==> src/logic/bsb_consts.vh <==
// Notes on behaviour
// - pointer jump loads pc from z, flags untouched, two cycles.
// - pointer call sets pc to z, flags untouched, three cycles.
// - equal compare skip skips next instruction when operands match, no flags.
// - compares subtract without storing, update z n v c h, one cycle.
// - register bit skips test a register bit clear or set, no flags.
// - io bit skips test an io register bit clear or set, no flags.
// - flag branch tests a status bit, taken target is pc plus k plus one.
// - signed ge taken when n xor v is 0, lt when it is 1.
// - unsigned same-higher equals carry clear, lower equals carry set.
// - interrupt branches test the global interrupt enable flag.
// - half carry, transfer and overflow branches test their flag likewise.
// - io bit force sets or clears one io bit, two cycles, no flags.
// - rotates through carry update z c n v in one cycle.
// - bit store copies a register bit into the transfer flag.
// - bit load copies the transfer flag into a register bit, no flags.
// - each flag set or clear changes only its own flag in one cycle.
`ifndef BSB_CONSTS_VH
`define BSB_CONSTS_VH
`define BSB_FLAG_C      3'd0
`define BSB_FLAG_Z      3'd1
`define BSB_FLAG_N      3'd2
`define BSB_FLAG_V      3'd3
`define BSB_FLAG_S      3'd4
`define BSB_FLAG_H      3'd5
`define BSB_FLAG_T      3'd6
`define BSB_FLAG_I      3'd7
`define BSB_FLAGS_RESET 8'h00
`define BSB_PC_RESET    16'h0000
`define BSB_OP_NONE       5'd0
`define BSB_OP_PTR_JUMP   5'd1
`define BSB_OP_PTR_CALL   5'd2
`define BSB_OP_EQ_SKIP    5'd3
`define BSB_OP_CMP        5'd4
`define BSB_OP_CMP_CARRY  5'd5
`define BSB_OP_CMP_IMM    5'd6
`define BSB_OP_RBIT_CLR_SKIP 5'd7
`define BSB_OP_RBIT_SET_SKIP 5'd8
`define BSB_OP_IOBIT_CLR_SKIP 5'd9
`define BSB_OP_IOBIT_SET_SKIP 5'd10
`define BSB_OP_FLAG_SET_BR 5'd11
`define BSB_OP_FLAG_CLR_BR 5'd12
`define BSB_OP_SGE_BR     5'd13
`define BSB_OP_SLT_BR     5'd14
`define BSB_OP_IO_ONE     5'd15
`define BSB_OP_IO_ZERO    5'd16
`define BSB_OP_ROL        5'd17
`define BSB_OP_ROR        5'd18
`define BSB_OP_BIT_TO_T   5'd19
`define BSB_OP_T_TO_BIT   5'd20
`define BSB_OP_FLAG_SET   5'd21
`define BSB_OP_FLAG_CLR   5'd22
`define BSB_OP_RET        5'd23
`define BSB_OP_IRQ_RET    5'd24
`define BSB_CYC_PTR_JUMP  3'd2
`define BSB_CYC_PTR_CALL  3'd3
`define BSB_CYC_IO_FORCE  3'd2
`define BSB_CYC_RET       3'd4
`define BSB_CYC_BR_TAKEN  3'd2
`define BSB_CYC_SKIP_ONE  3'd2
`define BSB_CYC_SKIP_TWO  3'd3
`define BSB_CYC_SINGLE    3'd1
`endif

==> src/logic/bsb_flag_file.v <==
`timescale 1ns/1ps
`include "bsb_consts.vh"
// status flag holder: one write port for a full byte, one single-bit port
module bsb_flag_file (
    input  wire       clk,
    input  wire       reset_n,
    input  wire       wr_all,
    input  wire [7:0] wr_data,
    input  wire       wr_bit,
    input  wire [2:0] bit_sel,
    input  wire       bit_val,
    output reg  [7:0] flags
);
    always @(posedge clk) begin
        if (!reset_n) begin
            flags <= `BSB_FLAGS_RESET;
        end else if (wr_all) begin
            flags <= wr_data;
        end else if (wr_bit) begin
            flags[bit_sel] <= bit_val;
        end
    end
endmodule // bsb_flag_file

==> src/logic/bsb_unit.v <==
`timescale 1ns/1ps
`include "bsb_consts.vh"
module bsb_unit (
    input  wire        clk,
    input  wire        reset_n,
    input  wire        op_valid,
    input  wire [4:0]  op_code,
    input  wire [7:0]  reg_a,
    input  wire [7:0]  reg_b,
    input  wire [2:0]  bit_sel,
    input  wire [11:0] offset,
    input  wire [15:0] z_pointer,
    input  wire [15:0] stack_pc,
    input  wire [15:0] pc_now,
    input  wire        next_two_word,
    input  wire [7:0]  io_data,
    output reg         busy,
    output reg         done,
    output reg  [15:0] pc_out,
    output reg         pc_load,
    output reg         push_ret,
    output reg  [7:0]  result,
    output reg         result_we,
    output reg  [7:0]  io_wr_data,
    output reg         io_we,
    output reg  [7:0]  status_flags_reg
);
    localparam ST_IDLE = 1'b0;
    localparam ST_WAIT = 1'b1;

    reg        state;
    reg [2:0]  cyc_left;
    reg [15:0] pend_pc;
    reg        pend_load;
    wire [7:0] flags;
    // one accept term keeps flag writes and refusal in step
    wire       take_op = op_valid & (state == ST_IDLE);

    reg        next_wr_all;
    reg [7:0]  next_flags;
    reg        next_wr_bit;
    reg        next_bit_val;
    reg [2:0]  next_cycles;
    reg [15:0] next_pc;
    reg        next_load;
    reg        next_push;
    reg [7:0]  next_result;
    reg        next_result_we;
    reg [7:0]  next_io;
    reg        next_io_we;
    reg [8:0]  diff;
    reg [7:0]  rot;
    reg        taken;

    // relative target; offset is sign extended to the pc width
    function [15:0] rel_target;
        input [15:0] pc;
        input [11:0] k;
        begin
            rel_target = pc + {{4{k[11]}}, k} + 16'h0001;
        end
    endfunction

    // skip distance depends on the length of the instruction skipped
    function [15:0] skip_target;
        input [15:0] pc;
        input        two;
        begin
            skip_target = two ? pc + 16'h0003 : pc + 16'h0002;
        end
    endfunction

    // one decode for every skip and branch condition
    function cond_met;
        input [4:0] op;
        input [7:0] a;
        input [7:0] b;
        input [7:0] io;
        input [7:0] f;
        input [2:0] sel;
        begin
            case (op)
            `BSB_OP_EQ_SKIP:        cond_met = (a == b);
            `BSB_OP_RBIT_CLR_SKIP:  cond_met = ~a[sel];
            `BSB_OP_RBIT_SET_SKIP:  cond_met = a[sel];
            `BSB_OP_IOBIT_CLR_SKIP: cond_met = ~io[sel];
            `BSB_OP_IOBIT_SET_SKIP: cond_met = io[sel];
            // named branches on c, h, t, v, i map onto these by bit index
            `BSB_OP_FLAG_SET_BR:    cond_met = f[sel];
            `BSB_OP_FLAG_CLR_BR:    cond_met = ~f[sel];
            `BSB_OP_SGE_BR:
                cond_met = ~(f[`BSB_FLAG_N] ^ f[`BSB_FLAG_V]);
            `BSB_OP_SLT_BR:
                cond_met = f[`BSB_FLAG_N] ^ f[`BSB_FLAG_V];
            default:                cond_met = 1'b0;
            endcase
        end
    endfunction

    // flags are written only at acceptance, so refused requests leave them
    bsb_flag_file u_flags (
        .clk     (clk),
        .reset_n (reset_n),
        .wr_all  (next_wr_all & take_op),
        .wr_data (next_flags),
        .wr_bit  (next_wr_bit & take_op),
        .bit_sel (bit_sel),
        .bit_val (next_bit_val),
        .flags   (flags)
    );

    always @* begin
        next_wr_all    = 1'b0;
        next_flags     = flags;
        next_wr_bit    = 1'b0;
        next_bit_val   = 1'b0;
        next_cycles    = `BSB_CYC_SINGLE;
        next_pc        = pc_now + 16'h0001;
        next_load      = 1'b0;
        next_push      = 1'b0;
        next_result    = reg_a;
        next_result_we = 1'b0;
        next_io        = io_data;
        next_io_we     = 1'b0;
        diff           = 9'h000;
        rot            = 8'h00;
        taken          = 1'b0;

        case (op_code)
        `BSB_OP_PTR_JUMP: begin
            next_pc     = z_pointer;
            next_load   = 1'b1;
            next_cycles = `BSB_CYC_PTR_JUMP;
        end

        `BSB_OP_PTR_CALL: begin
            next_pc     = z_pointer;
            next_load   = 1'b1;
            next_push   = 1'b1;
            next_cycles = `BSB_CYC_PTR_CALL;
        end

        `BSB_OP_RET, `BSB_OP_IRQ_RET: begin
            next_pc     = stack_pc;
            next_load   = 1'b1;
            next_cycles = `BSB_CYC_RET;
            if (op_code == `BSB_OP_IRQ_RET) begin
                next_wr_all = 1'b1;
                next_flags[`BSB_FLAG_I] = 1'b1;
            end
        end

        `BSB_OP_EQ_SKIP, `BSB_OP_RBIT_CLR_SKIP, `BSB_OP_RBIT_SET_SKIP,
        `BSB_OP_IOBIT_CLR_SKIP, `BSB_OP_IOBIT_SET_SKIP: begin
            taken = cond_met(op_code, reg_a, reg_b, io_data, flags, bit_sel);
            if (taken) begin
                next_pc     = skip_target(pc_now, next_two_word);
                next_load   = 1'b1;
                next_cycles = next_two_word ? `BSB_CYC_SKIP_TWO
                                            : `BSB_CYC_SKIP_ONE;
            end
        end

        `BSB_OP_CMP, `BSB_OP_CMP_CARRY, `BSB_OP_CMP_IMM: begin
            // no result write; reg_b carries the immediate for the imm form
            diff = {1'b0, reg_a} - {1'b0, reg_b}
                 - {8'h00, (op_code == `BSB_OP_CMP_CARRY) &
                           flags[`BSB_FLAG_C]};
            next_wr_all = 1'b1;
            next_flags[`BSB_FLAG_C] = diff[8];
            // carry-compare keeps z clear unless it was already set
            next_flags[`BSB_FLAG_Z] = (diff[7:0] == 8'h00) &
                ((op_code != `BSB_OP_CMP_CARRY) | flags[`BSB_FLAG_Z]);
            next_flags[`BSB_FLAG_N] = diff[7];
            next_flags[`BSB_FLAG_V] = (reg_a[7] & ~reg_b[7] & ~diff[7]) |
                                      (~reg_a[7] & reg_b[7] & diff[7]);
            next_flags[`BSB_FLAG_H] = (~reg_a[3] & reg_b[3]) |
                                      (reg_b[3] & diff[3]) |
                                      (diff[3] & ~reg_a[3]);
        end

        `BSB_OP_FLAG_SET_BR, `BSB_OP_FLAG_CLR_BR, `BSB_OP_SGE_BR,
        `BSB_OP_SLT_BR: begin
            taken = cond_met(op_code, reg_a, reg_b, io_data, flags, bit_sel);
            if (taken) begin
                next_pc     = rel_target(pc_now, offset);
                next_load   = 1'b1;
                next_cycles = `BSB_CYC_BR_TAKEN;
            end
        end

        `BSB_OP_IO_ONE, `BSB_OP_IO_ZERO: begin
            next_io          = io_data;
            next_io[bit_sel] = (op_code == `BSB_OP_IO_ONE);
            next_io_we       = 1'b1;
            next_cycles      = `BSB_CYC_IO_FORCE;
        end

        `BSB_OP_ROL, `BSB_OP_ROR: begin
            if (op_code == `BSB_OP_ROL) begin
                rot = {reg_a[6:0], flags[`BSB_FLAG_C]};
                next_flags[`BSB_FLAG_C] = reg_a[7];
            end else begin
                rot = {flags[`BSB_FLAG_C], reg_a[7:1]};
                next_flags[`BSB_FLAG_C] = reg_a[0];
            end
            next_flags[`BSB_FLAG_Z] = (rot == 8'h00);
            next_flags[`BSB_FLAG_N] = rot[7];
            next_flags[`BSB_FLAG_V] = rot[7] ^ next_flags[`BSB_FLAG_C];
            next_wr_all    = 1'b1;
            next_result    = rot;
            next_result_we = 1'b1;
        end

        `BSB_OP_BIT_TO_T: begin
            next_wr_all = 1'b1;
            next_flags[`BSB_FLAG_T] = reg_a[bit_sel];
        end

        `BSB_OP_T_TO_BIT: begin
            next_result          = reg_a;
            next_result[bit_sel] = flags[`BSB_FLAG_T];
            next_result_we       = 1'b1;
        end

        `BSB_OP_FLAG_SET, `BSB_OP_FLAG_CLR: begin
            next_wr_bit  = 1'b1;
            next_bit_val = (op_code == `BSB_OP_FLAG_SET);
        end

        default: begin
            next_cycles = `BSB_CYC_SINGLE;
        end
        endcase
    end

    // side effects land at acceptance; pc load waits out the cycle count
    always @(posedge clk) begin
        if (!reset_n) begin
            state      <= ST_IDLE;
            cyc_left   <= 3'd0;
            pend_pc    <= `BSB_PC_RESET;
            pend_load  <= 1'b0;
            busy       <= 1'b0;
            done       <= 1'b0;
            pc_out     <= `BSB_PC_RESET;
            pc_load    <= 1'b0;
            push_ret   <= 1'b0;
            result     <= 8'h00;
            result_we  <= 1'b0;
            io_wr_data <= 8'h00;
            io_we      <= 1'b0;
            status_flags_reg <= `BSB_FLAGS_RESET;
        end else begin
            status_flags_reg <= flags;
            push_ret  <= 1'b0;
            result_we <= 1'b0;
            io_we     <= 1'b0;
            done      <= 1'b0;
            pc_load   <= 1'b0;
            case (state)
            ST_IDLE: begin
                if (op_valid) begin
                    result     <= next_result;
                    result_we  <= next_result_we;
                    io_wr_data <= next_io;
                    io_we      <= next_io_we;
                    push_ret   <= next_push;
                    if (next_cycles == `BSB_CYC_SINGLE) begin
                        done    <= 1'b1;
                        pc_out  <= next_pc;
                        pc_load <= next_load;
                    end else begin
                        state     <= ST_WAIT;
                        busy      <= 1'b1;
                        cyc_left  <= next_cycles - 3'd1;
                        pend_pc   <= next_pc;
                        pend_load <= next_load;
                    end
                end
            end

            // op_valid is not looked at here, so requests while busy drop
            ST_WAIT: begin
                cyc_left <= cyc_left - 3'd1;
                if (cyc_left == 3'd1) begin
                    state   <= ST_IDLE;
                    busy    <= 1'b0;
                    done    <= 1'b1;
                    pc_out  <= pend_pc;
                    pc_load <= pend_load;
                end
            end

            default: begin
                state <= ST_IDLE;
                busy  <= 1'b0;
            end
            endcase
        end
    end
endmodule // bsb_unit

==> config.mk <==
export PLATFORM = sky130hd
export DESIGN_NAME = bsb_unit
export DESIGN_NICKNAME = d
export VERILOG_FILES = /design/src/logic/bsb_flag_file.v /design/src/logic/bsb_unit.v
export VERILOG_INCLUDE_DIRS = /design/src /design/src/logic
export SDC_FILE = /design/constraint.sdc
export NUM_CORES = 1
export LEC_CHECK = 0
export BUFFER_PORTS_ARGS = -buffer_cell sky130_fd_sc_hd__buf_2
export CAP_MARGIN = 10
export CORE_ASPECT_RATIO = 2
export CORE_MARGIN = 5
export CORE_UTILIZATION = 58
export CTS_BUF_LIST = sky130_fd_sc_hd__clkbuf_8
export CTS_CLUSTER_DIAMETER = 30
export DETAILED_ROUTE_END_ITERATION = 10
export PLACE_DENSITY = 0.95
export RECOVER_POWER = 100
export SLEW_MARGIN = 20
export SYNTH_ARGS = -nofsm -noshare
export SYNTH_HDL_FRONTEND = slang
export SYNTH_HIERARCHICAL = 1
export SYNTH_SLANG_ARGS = --single-unit
export TNS_END_PERCENT = 20
==> constraint.sdc <==
create_clock -name clk -period 4.8 [get_ports clk]
set_input_delay 1.2 -clock clk [delete_from_list [all_inputs] [get_ports clk]]
set_output_delay 1.2 -clock clk [all_outputs]
set_load 0.03 [all_outputs]
==> qor.yml <==
synth_compound_area_share_pct: 30.7
via_count: 7920
drive_gt1_share_pct: 15.5
die_h_um: 162
ir_worst_vdd_mv: 0.266
yosysWarnings: 6
worstPathMaxFanout: 18
rr_endpoint: "u_flags/flags[3]$_SDFFE_PN0P_"
p_sw_share_pct: 39.6
io_pins: 142
synth_top_area_share_pct: 22.5
drc: 1
synth_fa_ha_area_share_pct: 8.03
reg.largest.list: "pc_out x16, pend_pc x16"
grt_start_max_net_pins: 49
worstMarginPinSlew_ns: 1.91
hp-class: "flop to flop"
hold_viol: 0
synthFlopType: "dfxtp_1"
ys_types: 82
insertion_delay_ns: 0.37
fmax_mhz: 229
power_switching_mw: 0.791
vias_per_cell: 6.71
max_cap_viol_count: 1
clk_path_buf_depth: 2
finalCritPeriodShare_pct: 90.9
initial_core_util_pct: 59.1
reg2reg_from: "u_flags/flags[0]$_SDFFE_PN0P_"
seq_area_um2: 1500
arrival_ns: 4.65
pwr-share-comb_pct: 38.9
min_period_ns: 4.36
syn_avg_cell_area_um2: 7.36
multi_input_comb_area_um2: 4720
rsz0062_at_grt: "no"
routedWlPerCell_um: 20.7
overflow: 0
routed_wl_um: 24500
violations: "DRC, capacitance limit, slew limit"
p_int_mw: 1.21
antenna_found_initial: 1
synthMuxAreaShare_pct: 2.81
portBuffers: 141
grt_pass1_vias: 7694
clkPwrFrac_pct: 25.1
finalSetupViolations: 0
cts_max_level: 3
crit_path_start: "op_code[1]"
grt_pass1_wl_um: 38200
holdWs_ns: 0.459
synth_xor_area_share_pct: 5.25
post-cts-setup-buffer-count: 0
status: "finished with violations"
drtIter0Drc: 594
end_kind: "flop"
synthSimpleGateAreaFrac_pct: 24.3
ys_seq_area_share_pct: 22.5
r2r_slack_ns: 1.28
synth_edf_count: 0
fin_ws_ns: 0.437
powerDensity_nw_per_um2: 261
syn_to_final_growth_pct: 15.0
core.rowCount: 55
setup_tns_ns: 0
cts_tree: "done"
hpwlAfterDp_um: 19000
die_w_um: 85.8
synthArstFlopShare_pct: 0
mostFrequentLayoutCells: "nor2_1 (105), buf_2 (93), dfxtp_1 (75)"
finalNonFillerCells: 1181
fin_skew_ns: 0.0183
synth.ff_latch_count: 75
rr_worst_depth: 14
syn-num-nets: 1043
ant_nets: 0
finalCoreUtilization_pct: 68.0
dieArea_um2: 13900
cts_buffers: 9
place_ws_ns: 0.305
first_pass_iters: 10
cts_sinks: 75
place_congestion: 1.05
fillCellCount: 1034
p_leak_nw: 3.10
nNetsFinal: 1170
required_ns: 5.09
slew_viol_final: 49
final_common_cell: "nor2_1"
clk_pin_slew_ns: 0.08
clockRootBuffer: "clkbuf_8"
start_kind: "primary input"
p_seq_share_pct: 36.0
synth_top_family_by_area: "compound AO/OA/AOI/OAI gates"
syn_inst: 906
cts-resized-gates: 0
core_area_um2: 11300
syn-cell-area_um2: 6670
crit_path_end: "pend_pc[9]$_SDFFE_PN0P_"
grt.total_usage_pct: 34.8
worstSetupPathType: "primary input to flop"
cts_hold_buffers: 0
relSlewSlack_pct: -27.4
synthTopCellsByArea: "dfxtp_1 (23%), ha_1 (7.1%), nor2_1 (5.9%), a21oi_1 (5.2%), o21ai_0 (4.7%)"
synth_top_area_cell: "dfxtp_1"
dp_cells: 1164
-- stage by stage --
step	cell area, um^2	total power [mW]
floorplan	6670	1.24
global placement	7550	1.48
detailed placement	7550	1.50
CTS	7750	1.99
global route	7670	2.09
finish	7670	2.00
-- cells in the mapped netlist, types with 11 or more instances --
library cell / n
clkbuf_1: 40
nand3_1: 21
o21ai_0: 63
o21a_1: 13
nor2_1: 105
a211oi_1: 12
inv_1: 46
xor2_1: 14
o211ai_1: 19
a31oi_1: 11
nor3_1: 40
nand2b_1: 19
xnor2_1: 26
a21oi_1: 69
dfxtp_1: 75
nand2_1: 69
mux2i_1: 15
nor2b_1: 11
a221o_1: 11
ha_1: 38
and2_1: 20
-- logic make-up (layout without fill, tap and decap cells) --
family          Yosys count  in the layout
compound gates          300            300
mux                      18             18
buf+inv                 102            234
simple gates            330            330
fa+ha+maj                41             41
xor+xnor                 40             40
other cells               0              1
flops                    75             75
-- worst min-delay path by stage --
stage                                          start                          to  slack [ns]  depth (start not counted)
after CTS                 io_wr_data[1]$_SDFFE_PN0P_  io_wr_data[1]$_SDFFE_PN0P_        0.46                          2
after global placement        pc_out[8]$_SDFFE_PN0P_      pc_out[8]$_SDFFE_PN0P_        0.44                          2
after global routing      io_wr_data[1]$_SDFFE_PN0P_  io_wr_data[1]$_SDFFE_PN0P_        0.47                          2
after floorplan             pend_pc[14]$_SDFFE_PN0P_    pend_pc[14]$_SDFFE_PN0P_        0.44                          2
after detailed placement     pc_out[11]$_SDFFE_PN0P_     pc_out[11]$_SDFFE_PN0P_        0.45                          2
final                         pc_out[1]$_SDFFE_PN0P_      pc_out[1]$_SDFFE_PN0P_        0.46                          2
-- power groups by stage --
stage / combinational (mW) / clock, mW / sequential [mW]
finish: 0.778 / 0.501 / 0.719
global route: 0.843 / 0.525 / 0.724
global placement: 0.754 / 0 / 0.728
detailed placement: 0.769 / 0 / 0.730
CTS: 0.774 / 0.500 / 0.716
floorplan: 0.454 / 0 / 0.784
-- routing by layer --
layer | GRT usage [%] | up-vias | routed length [um]
met3 | 4.70 | 192 | 1820
li1 | - | 3588 | -
met2 | 62.3 | 523 | 12400
met4 | 30.2 | 0 | 2510
met1 | 33.9 | 3617 | 7790
met5 | 0 | - | 0
-- cell type report --
class	instances	area share, %
clock inverter	7	0.979
multi-input combinational	729	61.5
clock buffer	9	1.62
sequential	75	19.6
timing repair buffer	171	11.7
inverter	47	2.30
tap	142	2.32
antenna	1	0.0326
-- critical path, stage by stage --
cell	delay, ns
clkbuf_1	0.46
and2_0	0.54
o211ai_1	0.28
a31oi_1	0.40
nor4_1	0.15
a32oi_1	0.33
inv_1	0.08
ha_1	0.18
nand2b_1	0.17
and2_0	0.33
buf_12	0.19
o21ai_0	0.10
a21oi_1	0.22
(Power assumes the default switching activity.)
